==> src/ipl_pkg.sv <==
/*
 Constants, field layout and types for the interrupt priority-level slice.
 Assumes an APB master with 32-bit data; registers sit one per word.
*/
// Functional notes
// - field 00 disables, 01 gives level 0, 10 level 1, 11 level 2.
// - no source in this slice can reach a level above 2.
// - every priority field resets to zero, so all sources start disabled.
// - reg 3 upper byte: twowire error, serial1 rx full, rx error, tx idle.
// - reg 3 lower byte: serial1 tx empty, serial0 rx full, rx error, tx idle.
// - reg 4 upper byte: timer A channels 3, 2, 1, 0 from the top.
// - reg 4 lower byte: twowire status, transmit, receive, general call.
// - reg 2 lower byte: spi0 rx full, port A, port B, port C.
// - low 7 vector bits come from the winning source, appended to the base.
package ipl_pkg;
   localparam int IPL_NSRC = 20;
   localparam int IPL_FW = 2;
   // printed offsets are word indices; byte address is four times index
   localparam logic [3:0] IPL_IDX_REG2 = 4'h2;
   localparam logic [3:0] IPL_IDX_REG3 = 4'h3;
   localparam logic [3:0] IPL_IDX_REG4 = 4'h4;
   localparam logic [3:0] IPL_IDX_VBASE = 4'h7;
   localparam logic [7:0] IPL_REG2_RST = 8'h00;
   localparam logic [15:0] IPL_REG3_RST = 16'h0000;
   localparam logic [15:0] IPL_REG4_RST = 16'h0000;
   localparam logic [13:0] IPL_VBASE_RST = 14'h0000;
   localparam int IPL_VBASE_W = 14;
   localparam int IPL_VLOW_W = 7;
   localparam logic [1:0] IPL_FLD_OFF = 2'h0;
   // vector slot of source 0; source i uses slot base + i
   localparam logic [6:0] IPL_VEC_FIRST = 7'h10;
   // source index is the field slot, counted from bit 0 upward:
   // sources 0-3: reg2 bits 1-0..7-6, 4-11: reg3 bits 1-0..15-14,
   // 12-19: reg4 bits 1-0..15-14
   typedef struct packed {
      logic valid;
      logic [1:0] level;
      logic [20:0] vector_address_bus;
   } ipl_irq_t;
endpackage : ipl_pkg

==> src/ipl_prio_regs.sv <==
/*
 Priority-level register slice with request arbitration and vector output.
 Assumes synchronous APB, active-level peripheral requests, one clock.
*/
`timescale 1ns/1ps
module ipl_prio_regs
(
   input wire logic pclk,
   input wire logic presetn,
   input wire logic psel,
   input wire logic penable,
   input wire logic pwrite,
   input wire logic [5:0] paddr,
   input wire logic [31:0] pwdata,
   output logic [31:0] prdata,
   output logic pready,
   output logic pslverr,
   input wire logic [19:0] irq_req,
   output ipl_pkg::ipl_irq_t irq_out
);
   import ipl_pkg::*;

   logic [7:0] reg2_ff;
   logic [15:0] reg3_ff;
   logic [15:0] reg4_ff;
   logic [IPL_VBASE_W-1:0] vbase_ff;
   ipl_irq_t irq_ff;
   ipl_irq_t nxt_irq;

   wire [3:0] idx = paddr[5:2];
   wire wr_en = psel && penable && pwrite;
   wire hit2 = (idx == IPL_IDX_REG2);
   wire hit3 = (idx == IPL_IDX_REG3);
   wire hit4 = (idx == IPL_IDX_REG4);
   wire hitv = (idx == IPL_IDX_VBASE);
   wire mapped = hit2 || hit3 || hit4 || hitv;
   wire [39:0] fields = {reg4_ff, reg3_ff, reg2_ff};

   assign pready = 1'b1;
   assign pslverr = psel && penable && !mapped;
   assign prdata = hit2 ? {24'h000000, reg2_ff} :
                   hit3 ? {16'h0000, reg3_ff} :
                   hit4 ? {16'h0000, reg4_ff} :
                   hitv ? {18'h00000, vbase_ff} : 32'h00000000;
   assign irq_out = irq_ff;

   always_ff @(posedge pclk or negedge presetn)
   begin
      if (!presetn)
      begin
         reg2_ff <= IPL_REG2_RST;
         reg3_ff <= IPL_REG3_RST;
         reg4_ff <= IPL_REG4_RST;
         vbase_ff <= IPL_VBASE_RST;
      end
      else if (wr_en)
      begin
         if (hit2)
            reg2_ff <= pwdata[7:0];
         if (hit3)
            reg3_ff <= pwdata[15:0];
         if (hit4)
            reg4_ff <= pwdata[15:0];
         if (hitv)
            vbase_ff <= pwdata[IPL_VBASE_W-1:0];
      end
   end

   // per-source effective level: 0 disabled, else encoded level plus one
   logic [1:0] eff [IPL_NSRC];
   genvar g;
   generate
      for (g = 0; g < IPL_NSRC; g++)
      begin : g_src
         wire [1:0] fld = fields[2*g+1:2*g];
         // field 00 masks the request; 11 tops out at level 2
         assign eff[g] = irq_req[g] ? fld : IPL_FLD_OFF;
      end
   endgenerate

   // lowest source index wins ties, since only a strictly higher level
   // displaces the current pick while scanning upward
   always_comb
   begin
      logic [1:0] best;
      logic [4:0] win;
      best = IPL_FLD_OFF;
      win = 5'h00;
      for (int i = 0; i < IPL_NSRC; i++)
      begin
         if (eff[i] > best)
         begin
            best = eff[i];
            win = 5'(i);
         end
      end
      nxt_irq.valid = (best != IPL_FLD_OFF);
      nxt_irq.level = best - 2'h1;
      nxt_irq.vector_address_bus = {vbase_ff,
         IPL_VEC_FIRST + {2'h0, win}};
      if (best == IPL_FLD_OFF)
         nxt_irq.level = 2'h0;
   end

   always_ff @(posedge pclk or negedge presetn)
   begin
      if (!presetn)
         irq_ff <= '0;
      else
         irq_ff <= nxt_irq;
   end
endmodule : ipl_prio_regs

==> config.mk <==
export PLATFORM = sky130hd
export DESIGN_NAME = ipl_prio_regs
export DESIGN_NICKNAME = d
export VERILOG_FILES = /design/src/ipl_pkg.sv /design/src/ipl_prio_regs.sv
export SDC_FILE = /design/constraint.sdc
export NUM_CORES = 1
export LEC_CHECK = 0
export ABC_AREA = 1
export BUFFER_PORTS_ARGS = -buffer_cell sky130_fd_sc_hd__buf_2
export CELL_PAD_IN_SITES_DETAIL_PLACEMENT = 0
export CELL_PAD_IN_SITES_GLOBAL_PLACEMENT = 1
export CORE_MARGIN = 3
export CORE_UTILIZATION = 41
export CTS_BUF_LIST = sky130_fd_sc_hd__clkbuf_4
export CTS_CLUSTER_DIAMETER = 80
export CTS_CLUSTER_SIZE = 10
export DETAILED_ROUTE_END_ITERATION = 7
export GPL_TIMING_DRIVEN = 0
export MAX_ROUTING_LAYER = met4
export PLACE_DENSITY_LB_ADDON = 0.1
export SYNTH_ARGS = -nofsm -noshare
export SYNTH_HDL_FRONTEND = slang
export SYNTH_SLANG_ARGS = --single-unit
==> constraint.sdc <==
create_clock -name pclk -period 18.87 [get_ports pclk]
set_clock_uncertainty 0.15 [all_clocks]
set_input_delay 0.9435 -clock pclk [delete_from_list [all_inputs] [get_ports pclk]]
set_output_delay 0.9435 -clock pclk [all_outputs]
set_load 0.1 [all_outputs]
=== After elaboration in Yosys (flattened, before gate mapping) ===
Index checks and enable logic that the tools add are counted.

* Register bits after elaboration: 78
* Latch bits: 0
* Bits in writable memories: 0
* Memory bits (read-only): 0
* Word-level logic and storage cells: 110
* Memories kept: 0

* Add/sub/neg operators: 2
* $mul: 0
* Div/mod/pow operators: 0
* Order comparisons: 20
* Eq/ne operators: 4
* Shift operators: 0
* Mux-type cells: 64
* Bitwise logic cells: 0
* Reduce and logical (&&, ||, !) cells: 13

{| class="wikitable"
|+ Operator list
! cell !! number
|-
| 2-to-1 mux 5 bit || 18
|-
| 2-to-1 mux 2 bit || 41
|-
| 2-to-1 mux 16 bit || 3
|-
| > comparator 2 bit || 19
|-
| 2-to-1 mux 14 bit || 1
|-
| equality test 4 x 2 -> 1 bit, second input constant || 2
|-
| equality test 4 x 3 -> 1 bit, second input constant || 2
|-
| AND reduction 2 bit || 4
|-
| adder 5 x 5 -> 6 bit, first input constant || 1
|-
| logical AND 1 bit || 3
|-
| logical OR 1 bit || 3
|-
| > comparator 2 x 1 -> 1 bit, second input constant || 1
|-
| logical NOT 2 bit || 1
|-
| nonzero test 2 bit || 1
|-
| subtractor 2 x 1 -> 2 bit, second input constant || 1
|-
| logical NOT 1 bit || 1
|-
| 2-to-1 mux 1 bit || 1
|}

=== Depth between registers and ports, before layout ===
Gate-level depths: netlist (run 1).

* Depth after elaboration: 43
* Depth in mapped cells: 108
* Mapped depth without buffers: 108

=== Worst setup path after synthesis (run 1) ===
OpenSTA, ideal clock, no wires.

* Path type: input port to flip-flop
* Start point: input irq_req[1]
* End point: register irq_ff, in the netlist irq_out[2]
* Library setup time: 71 ps
* Data arrival time: 15647 ps
* Path slack: 3002 ps
* Stages: 104
* Path buffers: 0
* Cells stage by stage: nand2_1 inv_1 ha_1 nand3_2 o211ai_2 nand2_1 inv_1 ha_1 nand2_1 nand2_1 nand3_2 nand2_1 ha_1 clkinv_1 o21ai_4 nand3_2 and2_2 ha_1 (+68 left out) nand2_1 ha_1 inv_1 o21ai_0 nand3_2 and2_1 ha_1 inv_1 o22ai_1 or2_2 nand2_1 ha_1 inv_1 o21ai_0 nand2_1 nor2_1 inv_1 nor2_1

{| class="wikitable"
|+ RTL lines
! item !! line !! RTL
|-
| from (decl) || ipl_prio_regs.sv:18 || <nowiki>input wire logic [19:0] irq_req,</nowiki>
|-
| to (signal assigned) || ipl_prio_regs.sv:110 || <nowiki>irq_ff <= nxt_irq;</nowiki>
|-
| to (decl) || ipl_prio_regs.sv:27 || <nowiki>ipl_irq_t irq_ff;</nowiki>
|}

==> results.py, run 1 <==
metrics = {
    "placement": {
        "hpwl_um": 10500,
        "io_buffer_count": 84,
        "place.gp.congestion": 0.846,
    },
    "critical_path": {
        "start_kind": "primary input",
        "cp-startpoint": "irq_req[1]",
        "worstPathMaxFanout": 5,
        "crit_top_cell": "inv_1",
        "cp-end-kind": "flop",
        "critPathTopFamily": "simple AND/OR/NAND/NOR gates",
        "critical-path-max-stage-delay_ns": 0.41,
        "rr_startpoint": "reg2_ff[3]$_DFFE_PN0P_",
        "reg2reg_depth": 104,
        "crit_required_ns": 19.09,
        "reg2reg_setup_slack_ns": 1.97,
        "r2r_end": "irq_out[3]$_DFF_PN0_",
        "cp_slowest_cell": "o21ai_0",
        "worst_ep_arrival_time_ns": 17.33,
        "path_buf_inv": 23,
        "path_class": "in2reg",
    },
    "hold_path": {
        "hold-path-endpoint": "irq_out[19]$_DFF_PN0_",
        "hp-start": "vbase_ff[12]$_DFFE_PN0P_",
        "whs_path_depth": 0,
        "hp-class": "reg2reg",
    },
    "floorplan": {
        "rows": 39,
        "die_area_mm2": 0.0136,
        "initial_core_util": 0.430,
        "die_w_um": 117,
        "coreArea_mm2": 0.0117,
        "die_y_um": 117,
        "boundaryPins": 121,
    },
    "logic_synthesis": {
        "syn_inst": 601,
        "syn_area_mm2": 0.00503,
        "synth_seq_area_share": 0.383,
        "synth_cell_type_count": 38,
        "avgSynthCellArea_um2": 8.38,
        "synth_seq_cells": 77,
        "yosysWarnings": 0,
    },
    "layout": {
        "antennaDiodeCount": 0,
        "synthToLayoutAreaGrowth_pct": 16.6,
        "n_fill_cell": 1205,
        "layout-drive-gt1-share": 0.242,
        "utilization": 0.501,
        "nets": 832,
    },
    "power_and_ir_drop": {
        "switching_share": 0.527,
        "power_density_mw_per_mm2": 183,
        "ir_drop_v": 0.0000575,
        "power.switching_uw": 566,
        "p_comb_frac": 0.696,
        "p_int_uw": 508,
        "leakagePower_nw": 3.34,
        "p_seq_frac": 0.202,
        "power_frac_clock": 0.103,
    },
    "clock_tree": {
        "worstSkewPairLatency_ns": 0.44,
        "clockRootBuffer": "clkbuf_4",
        "clk_path_buf_depth": 2,
        "clk_pin_slew_ns": 0.12,
        "post_cts_buffers": 0,
        "h-tree-depth": 3,
        "cts_sinks": 77,
        "cts_tree": "yes",
        "numCtsBuffers": 9,
    },
    "routing": {
        "wl_per_cell_um": 14.7,
        "drtIter0Drc": 153,
        "drc": 0,
        "drt.antenna.violating_nets": 0,
        "firstDrtPassIters": 4,
        "drt-total-wl_um": 12600,
        "vias_per_cell": 4.85,
        "vias": 4175,
    },
    "global_route": {
        "grt_pass1_vias": 4244,
        "grt_max_degree": 40,
        "track_usage": 0.202,
        "grt_pass1_wl_um": 20600,
        "grt_antenna_before_repair": 0,
        "overflow": 0,
    },
    "sta": {
        "slew_viol_final": 0,
        "slew_headroom": 0.255,
        "rsz0062_at_grt": "false",
        "tightest_slew_ns": 1.11,
        "tns_ns": 0,
        "finalCritPeriodShare": 0.907,
        "max_freq_ghz": 0.0585,
        "finalHoldViolCount": 0,
        "setup_viol": 0,
        "period_minus_slack_ns": 17.11,
    },
    "run": {
        "drv_cap": 0,
    },
    "run_status": {
        "status": "complete, no violations",
    },
}
-- state kept, by name, summed over array words and instances, names as in the netlist --
| signal | count |
|---|---|
| reg4_ff | 16 |
| reg3_ff | 16 |
| irq_out | 23 |
| vbase_ff | 14 |
| reg2_ff | 8 |
-- metal layers --
metal / wire length (um) / share of wire / global-route usage
met4: 142 / 0.011 / 0.0420
met1: 5400 / 0.43 / 0.239
met2: 6490 / 0.51 / 0.356
met5: 0 / 0 / -
met3: 609 / 0.048 / 0.0391
-- cell families after synthesis --
family          synth area share
buf+inv                   0.0917
flops                      0.383
fa+ha+maj                  0.139
other cells              0.00149
compound gates             0.133
simple gates               0.252
-- power groups by stage --
stage | combinational [mW] | sequential, mW | clock, mW
after floorplan | 0.527 | 0.305 | 0
after global placement | 0.721 | 0.220 | 0
after detailed placement | 0.750 | 0.220 | 0
after CTS | 0.753 | 0.217 | 0.113
after global routing | 0.848 | 0.220 | 0.121
final | 0.747 | 0.216 | 0.110
-- metrics by stage --
stage | power [mW] | cell area, um2 | setup WS (ns) | cells | hold WS (ns)
floorplan | 0.832 | 5090 | 3.00 | 617 | 0.224
global placement | 0.941 | 5690 | 1.49 | 844 | 0.242
detailed placement | 0.970 | 5720 | 1.07 | 845 | 0.247
CTS | 1.08 | 5870 | 1.49 | 861 | 0.275
global route | 1.19 | 5870 | 0.136 | 861 | 0.286
finish | 1.07 | 5870 | 1.76 | 861 | 0.267
-- cells in the mapped netlist --
cell      instances  area (um2)
nand2_1         183         687
dfrtp_1          77        1930
inv_1            70         263
ha_1             56         701
o21ai_0          49         245
nand3_2          20         200
buf_4            18         135
o21ai_1          14        70.1
nor2_1           13        48.8
clkbuf_1         12        45.0
nand3_1          10        50.1
nand4_1           9        56.3
o21bai_1          7        52.6
or2_2             6        37.5
a21oi_1           4        20.0
and2_2            4        30.0
clkinv_1          4        15.0
nor2_2            4        25.0
o21ai_4           4        65.1
o21bai_2          4        45.0
and2_1            3        18.8
nand2_2           3        18.8
nand2_8           3        60.1
o22ai_1           3        18.8
o22ai_4           3        60.1
a21boi_1          2        15.0
a22o_1            2        17.5
conb_1            2        7.51
nor3_1            2        10.0
o22ai_2           2        25.0
a31oi_1           1        6.26
inv_2             1        3.75
nor4_1            1        6.26
nor4_2            1        12.5
o211ai_1          1        7.51
o211ai_2          1        12.5
o21ai_2           1        8.76
or2_1             1        6.26
-- worst max path at each step --
stage	to	slack [ns]	cells past startpoint
after global routing	irq_out[3]$_DFF_PN0_	0.14	106
final	irq_out[3]$_DFF_PN0_	1.76	105
after global placement	irq_out[2]$_DFF_PN0_	1.49	105
after detailed placement	irq_out[3]$_DFF_PN0_	1.07	105
after floorplan	irq_out[2]$_DFF_PN0_	3.00	104
after CTS	irq_out[3]$_DFF_PN0_	1.49	105
-- layout by cell type (no fill, tap or decap), drive strengths merged --
cell type	netlist	routed
a21boi	2	2
a21oi	4	4
a22o	2	2
a31oi	1	1
and2	7	7
buf	18	103
bufinv	0	2
clkbuf	12	22
clkinv	4	8
conb	2	18
dfrtp	77	77
ha	56	56
inv	71	71
nand2	189	189
nand3	30	30
nand4	9	9
nor2	17	17
nor3	2	2
nor4	2	2
o211ai	2	2
o21ai	68	68
o21bai	11	11
o22ai	8	8
or2	7	7
-- what timing repair did --
action / 4_1_cts / 5_1_grt
endpoints found under the setup margin: 0 / 2
hold buffers: 0 / 0
gates resized for setup: 0 / 1
-- cell type report --
class | count | area (um2) | share of cell area
Multi-Input combinational cell | 435 | 2710 | 0.461
Sequential cell | 77 | 1930 | 0.328
Timing Repair Buffer | 85 | 443 | 0.0755
Inverter | 75 | 282 | 0.0480
Buffer | 30 | 180 | 0.0307
Tap cell | 143 | 179 | 0.0305
Clock inverter | 6 | 77.6 | 0.0132
Clock buffer | 10 | 75.1 | 0.0128
Power figures use the tool's default switching activity.
==> run 2, diff against run 1 <==
--- a/config.mk
+++ b/config.mk
@@ -7,5 +7,5 @@
 export LEC_CHECK = 0
 export ABC_AREA = 1
-export BUFFER_PORTS_ARGS = -buffer_cell sky130_fd_sc_hd__buf_2
+export BUFFER_PORTS_ARGS = -buffer_cell sky130_fd_sc_hd__buf_4
 export CELL_PAD_IN_SITES_DETAIL_PLACEMENT = 0
 export CELL_PAD_IN_SITES_GLOBAL_PLACEMENT = 1
@@ -14,5 +14,4 @@
 export CTS_BUF_LIST = sky130_fd_sc_hd__clkbuf_4
 export CTS_CLUSTER_DIAMETER = 80
-export CTS_CLUSTER_SIZE = 10
 export DETAILED_ROUTE_END_ITERATION = 7
 export GPL_TIMING_DRIVEN = 0
--- a/constraint.sdc
+++ b/constraint.sdc
@@ -3,3 +3,3 @@
 set_input_delay 0.9435 -clock pclk [delete_from_list [all_inputs] [get_ports pclk]]
 set_output_delay 0.9435 -clock pclk [all_outputs]
-set_load 0.1 [all_outputs]
+set_load 0.01 [all_outputs]
==> run 2 against run 1 <==
  * Clock power up 5%
  * Final cell count down 0.12%
  * Setup slack worse by 0.072 ns
  * Die area unchanged
  * Sequential share of layout area down 1.1 points
  * Fmax down 0.42%
  * Largest cell class unchanged
==> results.py, run 2 (same netlist as run 1, synthesis figures left out) <==
metrics = {
    "clock_tree": {
        "cts_sinks": 77,
        "cts_tree": "yes",
        "clockRootBuffer": "clkbuf_4",
        "h-tree-depth": 3,
        "clk_pin_slew_ns": 0.14,
        "worstSkewPairLatency_ns": 0.43,
        "numCtsBuffers": 9,
        "cts_resized": 0,
        "post_cts_buffers": 0,
        "clk_path_buf_depth": 2,
        "hold_buffers": 0,
    },
    "sta": {
        "slew_viol_final": 0,
        "slew_headroom": 0.283,
        "tightest_slew_ns": 1.07,
        "period_minus_slack_ns": 17.18,
        "finalHoldViolCount": 0,
        "setup_viol": 0,
        "tns_ns": 0,
        "finalCritPeriodShare": 0.910,
        "finalHoldWorstSlack_ns": 0.245,
        "layout_setup_ws_ns": 1.69,
        "max_freq_ghz": 0.0582,
        "rsz0062_at_grt": "false",
    },
    "layout": {
        "antennaDiodeCount": 0,
        "fin_cells": 860,
        "nets": 831,
        "n_fill_cell": 1172,
        "final_common_cell": "nand2_1",
        "layout_common_cells": "nand2_1, buf_4, dfrtp_1",
        "synthToLayoutAreaGrowth_pct": 20.6,
        "layout-drive-gt1-share": 0.243,
        "largest_register_ffs": 23,
    },
    "placement": {
        "dpl_worst_slack_ns": 1.13,
        "place.gp.congestion": 0.827,
        "dp.cells": 844,
        "io_buffer_count": 84,
        "hpwl_um": 10400,
    },
    "power_and_ir_drop": {
        "power_uw": 969,
        "leakagePower_nw": 3.38,
        "power_density_mw_per_mm2": 160,
        "ir_drop_v": 0.0000635,
    },
    "critical_path": {
        "start_kind": "primary input",
        "crit_top_cell": "inv_1",
        "path_class": "in2reg",
        "worst_ep_arrival_time_ns": 17.38,
        "crit_required_ns": 19.07,
        "worstPathMaxFanout": 5,
        "critical-path-max-stage-delay_ns": 0.48,
        "cp-end-kind": "flop",
        "cp_slowest_cell": "o21ai_0",
    },
    "routing": {
        "vias": 4227,
        "wl_per_cell_um": 14.7,
        "drt.antenna.violating_nets": 0,
        "drtIter0Drc": 152,
        "drc": 0,
        "vias_per_cell": 4.92,
        "firstDrtPassIters": 4,
        "drt-total-wl_um": 12600,
    },
    "global_route": {
        "track_usage": 0.200,
        "grt_pass1_wl_um": 20500,
        "grt_antenna_before_repair": 0,
        "grt_pass1_vias": 4180,
        "overflow": 0,
        "grt_max_degree": 78,
    },
    "floorplan": {
        "die_y_um": 117,
        "coreArea_mm2": 0.0117,
        "die_area_mm2": 0.0136,
        "rows": 39,
        "die_w_um": 117,
        "initial_core_util": 0.430,
        "boundaryPins": 121,
    },
    "run": {
        "drv_cap": 0,
    },
    "run_status": {
        "status": "complete, no violations",
    },
    "hold_path": {
        "hp-class": "reg2reg",
    },
}
-- run 2: changes by cell type in the layout (fill, tap and decap cells not counted) --
cell | before | now
clkinvlp_4 | 0 | 1
clkinv_1 | 6 | 5
o21ai_0 | 48 | 49
buf_12 | 1 | 0
buf_4 | 19 | 102
buf_2 | 83 | 0
inv_6 | 0 | 1
clkinv_2 | 2 | 0
clkinv_4 | 0 | 2
clkbuf_4 | 10 | 9
o21ai_1 | 15 | 14
-- run 2: final cells by class --
type / instances / area [um2] / share of cell area
buffer: 30 / 180 / 0.0297
clock buffer: 9 / 67.6 / 0.0111
clock inverter: 7 / 97.6 / 0.0161
inverter: 75 / 282 / 0.0464
multi-input combinational: 435 / 2710 / 0.446
sequential: 77 / 1930 / 0.318
tap: 143 / 179 / 0.0295
timing repair buffer: 84 / 631 / 0.104
-- run 2: routing by layer --
layer | wire length [um] | global-route usage | vias up
met5 | 0 | - | -
met4 | 186 | 0.0520 | 0
met3 | 646 | 0.0319 | 8
met2 | 6390 | 0.347 | 113
met1 | 5420 | 0.244 | 1977
li1 | - | - | 2129
-- run 2: path summary, 6_finish.rpt --
| check | slack (ns) | to | depth (start not counted) | start |
|---|---|---|---|---|
| min in group asynchronous | 0.47 | irq_out[22]$_DFF_PN0_ | 1 | presetn |
| worst max-delay path | 1.69 | irq_out[2]$_DFF_PN0_ | 105 | irq_req[1] |
| max in group asynchronous | 17.42 | reg4_ff[6]$_DFFE_PN0P_ | 1 | presetn |
| worst min register to register | 0.24 | irq_out[18]$_DFF_PN0_ | 0 | vbase_ff[11]$_DFFE_PN0P_ |
| worst min-delay path | 0.24 | irq_out[18]$_DFF_PN0_ | 0 | vbase_ff[11]$_DFFE_PN0P_ |
| worst max register to register | 1.88 | irq_out[2]$_DFF_PN0_ | 104 | reg2_ff[3]$_DFFE_PN0P_ |
-- run 2: power breakdown --
group | internal [mW] | switching [mW] | leakage [nW]
clock | 0.0542 | 0.0615 | 0.0842
combinational | 0.264 | 0.372 | 2.28
sequential | 0.199 | 0.0186 | 1.01
total | 0.517 | 0.452 | 3.38
-- run 2: critical path: cells and delay by family --
family	cells	cell delay, ns
AOI/OAI and AO/OA	20	4.68
adders and majority gates	19	4.78
buffers and inverters	24	1.66
and+or+nand+nor	42	5.29
-- run 2: per-stage QoR --
| step | cell area, um2 | utilization |
|---|---|---|
| 2_1_floorplan | 5090 | - |
| 3_3_place_gp | 5900 | 0.504 |
| 3_5_place_dp | 5900 | 0.504 |
| 4_1_cts | 6070 | 0.518 |
| 5_1_grt | 6070 | 0.518 |
| 6_report | 6070 | 0.518 |
==> run 3, diff against run 2 <==
Clock period 18.87 ns to 16.4 ns, I/O delays scaled along.
==> run 3 against run 2 <==
  * Clock power up 15%
  * Critical path depth up 3
  * Critical endpoint unchanged
  * Critical path type unchanged
  * Global-route usage about the same
  * Combinational power up 32%
  * Via count up 0.43%
  * Hold slack better by 0.0022 ns
  * Design area up 2.5%
  * Power up 26%
  * Final cell count up 0.47%
  * Highest routed layer unchanged
  * Clock-buffer cell count unchanged
  * Routed wire length up 1.6%
  * First-iteration DRC count up 22%
==> results.py, run 3 (same netlist as run 1, synthesis figures left out) <==
metrics = {
    "power_and_ir_drop": {
        "power_density_mw_per_mm2": 197,
        "switching_share": 0.479,
        "power_mw": 1.22,
        "power_frac_clock": 0.108,
        "p_int_uw": 638,
        "leakagePower_nw": 3.41,
        "p_comb_frac": 0.687,
        "p_seq_frac": 0.204,
        "power.switching_uw": 586,
        "ir_drop_v": 0.0000780,
    },
    "floorplan": {
        "die_w_um": 117,
        "boundaryPins": 121,
        "initial_core_util": 0.430,
        "coreArea_mm2": 0.0117,
        "die_area_mm2": 0.0136,
        "die_y_um": 117,
        "rows": 39,
    },
    "routing": {
        "drt-total-wl_um": 12800,
        "drtIter0Drc": 186,
        "drc": 0,
        "wl_per_cell_um": 14.9,
        "drt.antenna.violating_nets": 0,
        "firstDrtPassIters": 5,
        "vias_per_cell": 4.91,
        "vias": 4245,
    },
    "run": {
        "drv_cap": 0,
    },
    "run_status": {
        "status": "complete, no violations",
    },
    "global_route": {
        "grt_pass1_wl_um": 20500,
        "grt_antenna_before_repair": 0,
        "grt_max_degree": 78,
        "overflow": 0,
        "track_usage": 0.200,
        "grt_pass1_vias": 4186,
    },
    "layout": {
        "layout-drive-gt1-share": 0.268,
        "antennaDiodeCount": 0,
        "utilization": 0.531,
        "n_fill_cell": 1161,
        "layout_common_cells": "nand2_1, buf_4, dfrtp_1",
        "fin_area_mm2": 0.00622,
        "final_common_cell": "nand2_1",
        "synthToLayoutAreaGrowth_pct": 23.6,
        "nets": 835,
        "largest_register_ffs": 23,
    },
    "placement": {
        "place.gp.congestion": 0.827,
        "hpwl_um": 10400,
        "io_buffer_count": 84,
        "placed_area_mm2": 0.00590,
    },
    "critical_path": {
        "worst_ep_arrival_time_ns": 15.39,
        "worstPathMaxFanout": 5,
        "cp_slowest_cell": "or2_2",
        "crit_top_cell": "inv_1",
        "start_kind": "primary input",
        "critical-path-max-stage-delay_ns": 0.31,
        "reg2reg_setup_slack_ns": 1.28,
        "crit_required_ns": 16.60,
        "cp-end-kind": "flop",
        "path_class": "in2reg",
    },
    "clock_tree": {
        "worstSkewPairLatency_ns": 0.43,
        "hold_buffers": 0,
        "clk_path_buf_depth": 2,
        "cts_sinks": 77,
        "clk_pin_slew_ns": 0.14,
        "h-tree-depth": 3,
        "clockRootBuffer": "clkbuf_4",
        "numCtsBuffers": 9,
        "cts_tree": "yes",
    },
    "sta": {
        "finalHoldWorstSlack_ns": 0.247,
        "finalCritPeriodShare": 0.926,
        "period_minus_slack_ns": 15.19,
        "max_freq_ghz": 0.0658,
        "tightest_slew_ns": 1.11,
        "tns_ns": 0,
        "slew_viol_final": 0,
        "finalHoldViolCount": 0,
        "slew_headroom": 0.257,
        "setup_viol": 0,
    },
    "hold_path": {
        "hp-class": "reg2reg",
    },
}
==> run 3: area by class of cell <==
cell class / count / area (um2) / area share
Clock inverter: 7 / 97.6 / 0.0157
Timing Repair Buffer: 88 / 661 / 0.106
Buffer: 30 / 180 / 0.0290
Inverter: 75 / 282 / 0.0453
Multi-Input combinational cell: 435 / 2830 / 0.455
Sequential cell: 77 / 1930 / 0.310
Tap cell: 143 / 179 / 0.0288
Clock buffer: 9 / 67.6 / 0.0109
==> run 3: worst paths after layout <==
kind,from,depth (start not counted),to
worst min register to register,vbase_ff[11]$_DFFE_PN0P_,0,irq_out[18]$_DFF_PN0_
min in group asynchronous,presetn,1,irq_out[22]$_DFF_PN0_
worst max register to register,reg2_ff[3]$_DFFE_PN0P_,107,irq_out[2]$_DFF_PN0_
worst min-delay path,vbase_ff[11]$_DFFE_PN0P_,0,irq_out[18]$_DFF_PN0_
worst max-delay path,irq_req[1],108,irq_out[2]$_DFF_PN0_
max in group asynchronous,presetn,1,vbase_ff[8]$_DFFE_PN0P_
==> run 3: power by group through the flow <==
stage                     registers [mW]  clock network [mW]  logic, mW
after floorplan                    0.254                   0      0.578
after global placement             0.254                   0      0.713
after detailed placement           0.254                   0      0.742
after CTS                          0.250               0.136      0.756
after global routing               0.254               0.143      0.963
final                              0.250               0.133      0.841
==> run 3: per-stage QoR <==
| step | setup WS, ns | cells |
|---|---|---|
| global placement | -0.858 | 844 |
| finish | 1.21 | 864 |
| detailed placement | -1.22 | 844 |
| global route | -0.0616 | 864 |
| floorplan | 0.655 | 617 |
| CTS | 0.0712 | 860 |
==> run 3: per-layer routing <==
metal | wire, um | share of wire | GRT usage | vias up
met4 | 207 | 0.016 | 0.0520 | 0
met1 | 5500 | 0.43 | 0.244 | 1977
li1 | - | - | - | 2136
met5 | 0 | 0 | - | -
met2 | 6530 | 0.51 | 0.347 | 118
met3 | 600 | 0.047 | 0.0319 | 14
==> run 3: critical path: cells and delay by family <==
family          cells  cell delay, ns
simple gates       42            5.14
fa+ha+maj          19            4.59
compound gates     20            2.63
buf+inv            27            2.21
==> run 3: repair_timing <==
item	4_1_cts	5_1_grt
gates resized for setup	6	21
cloned	0	0
setup buffers	0	4
setup endpoints to repair	9	9
pin swaps	0	4
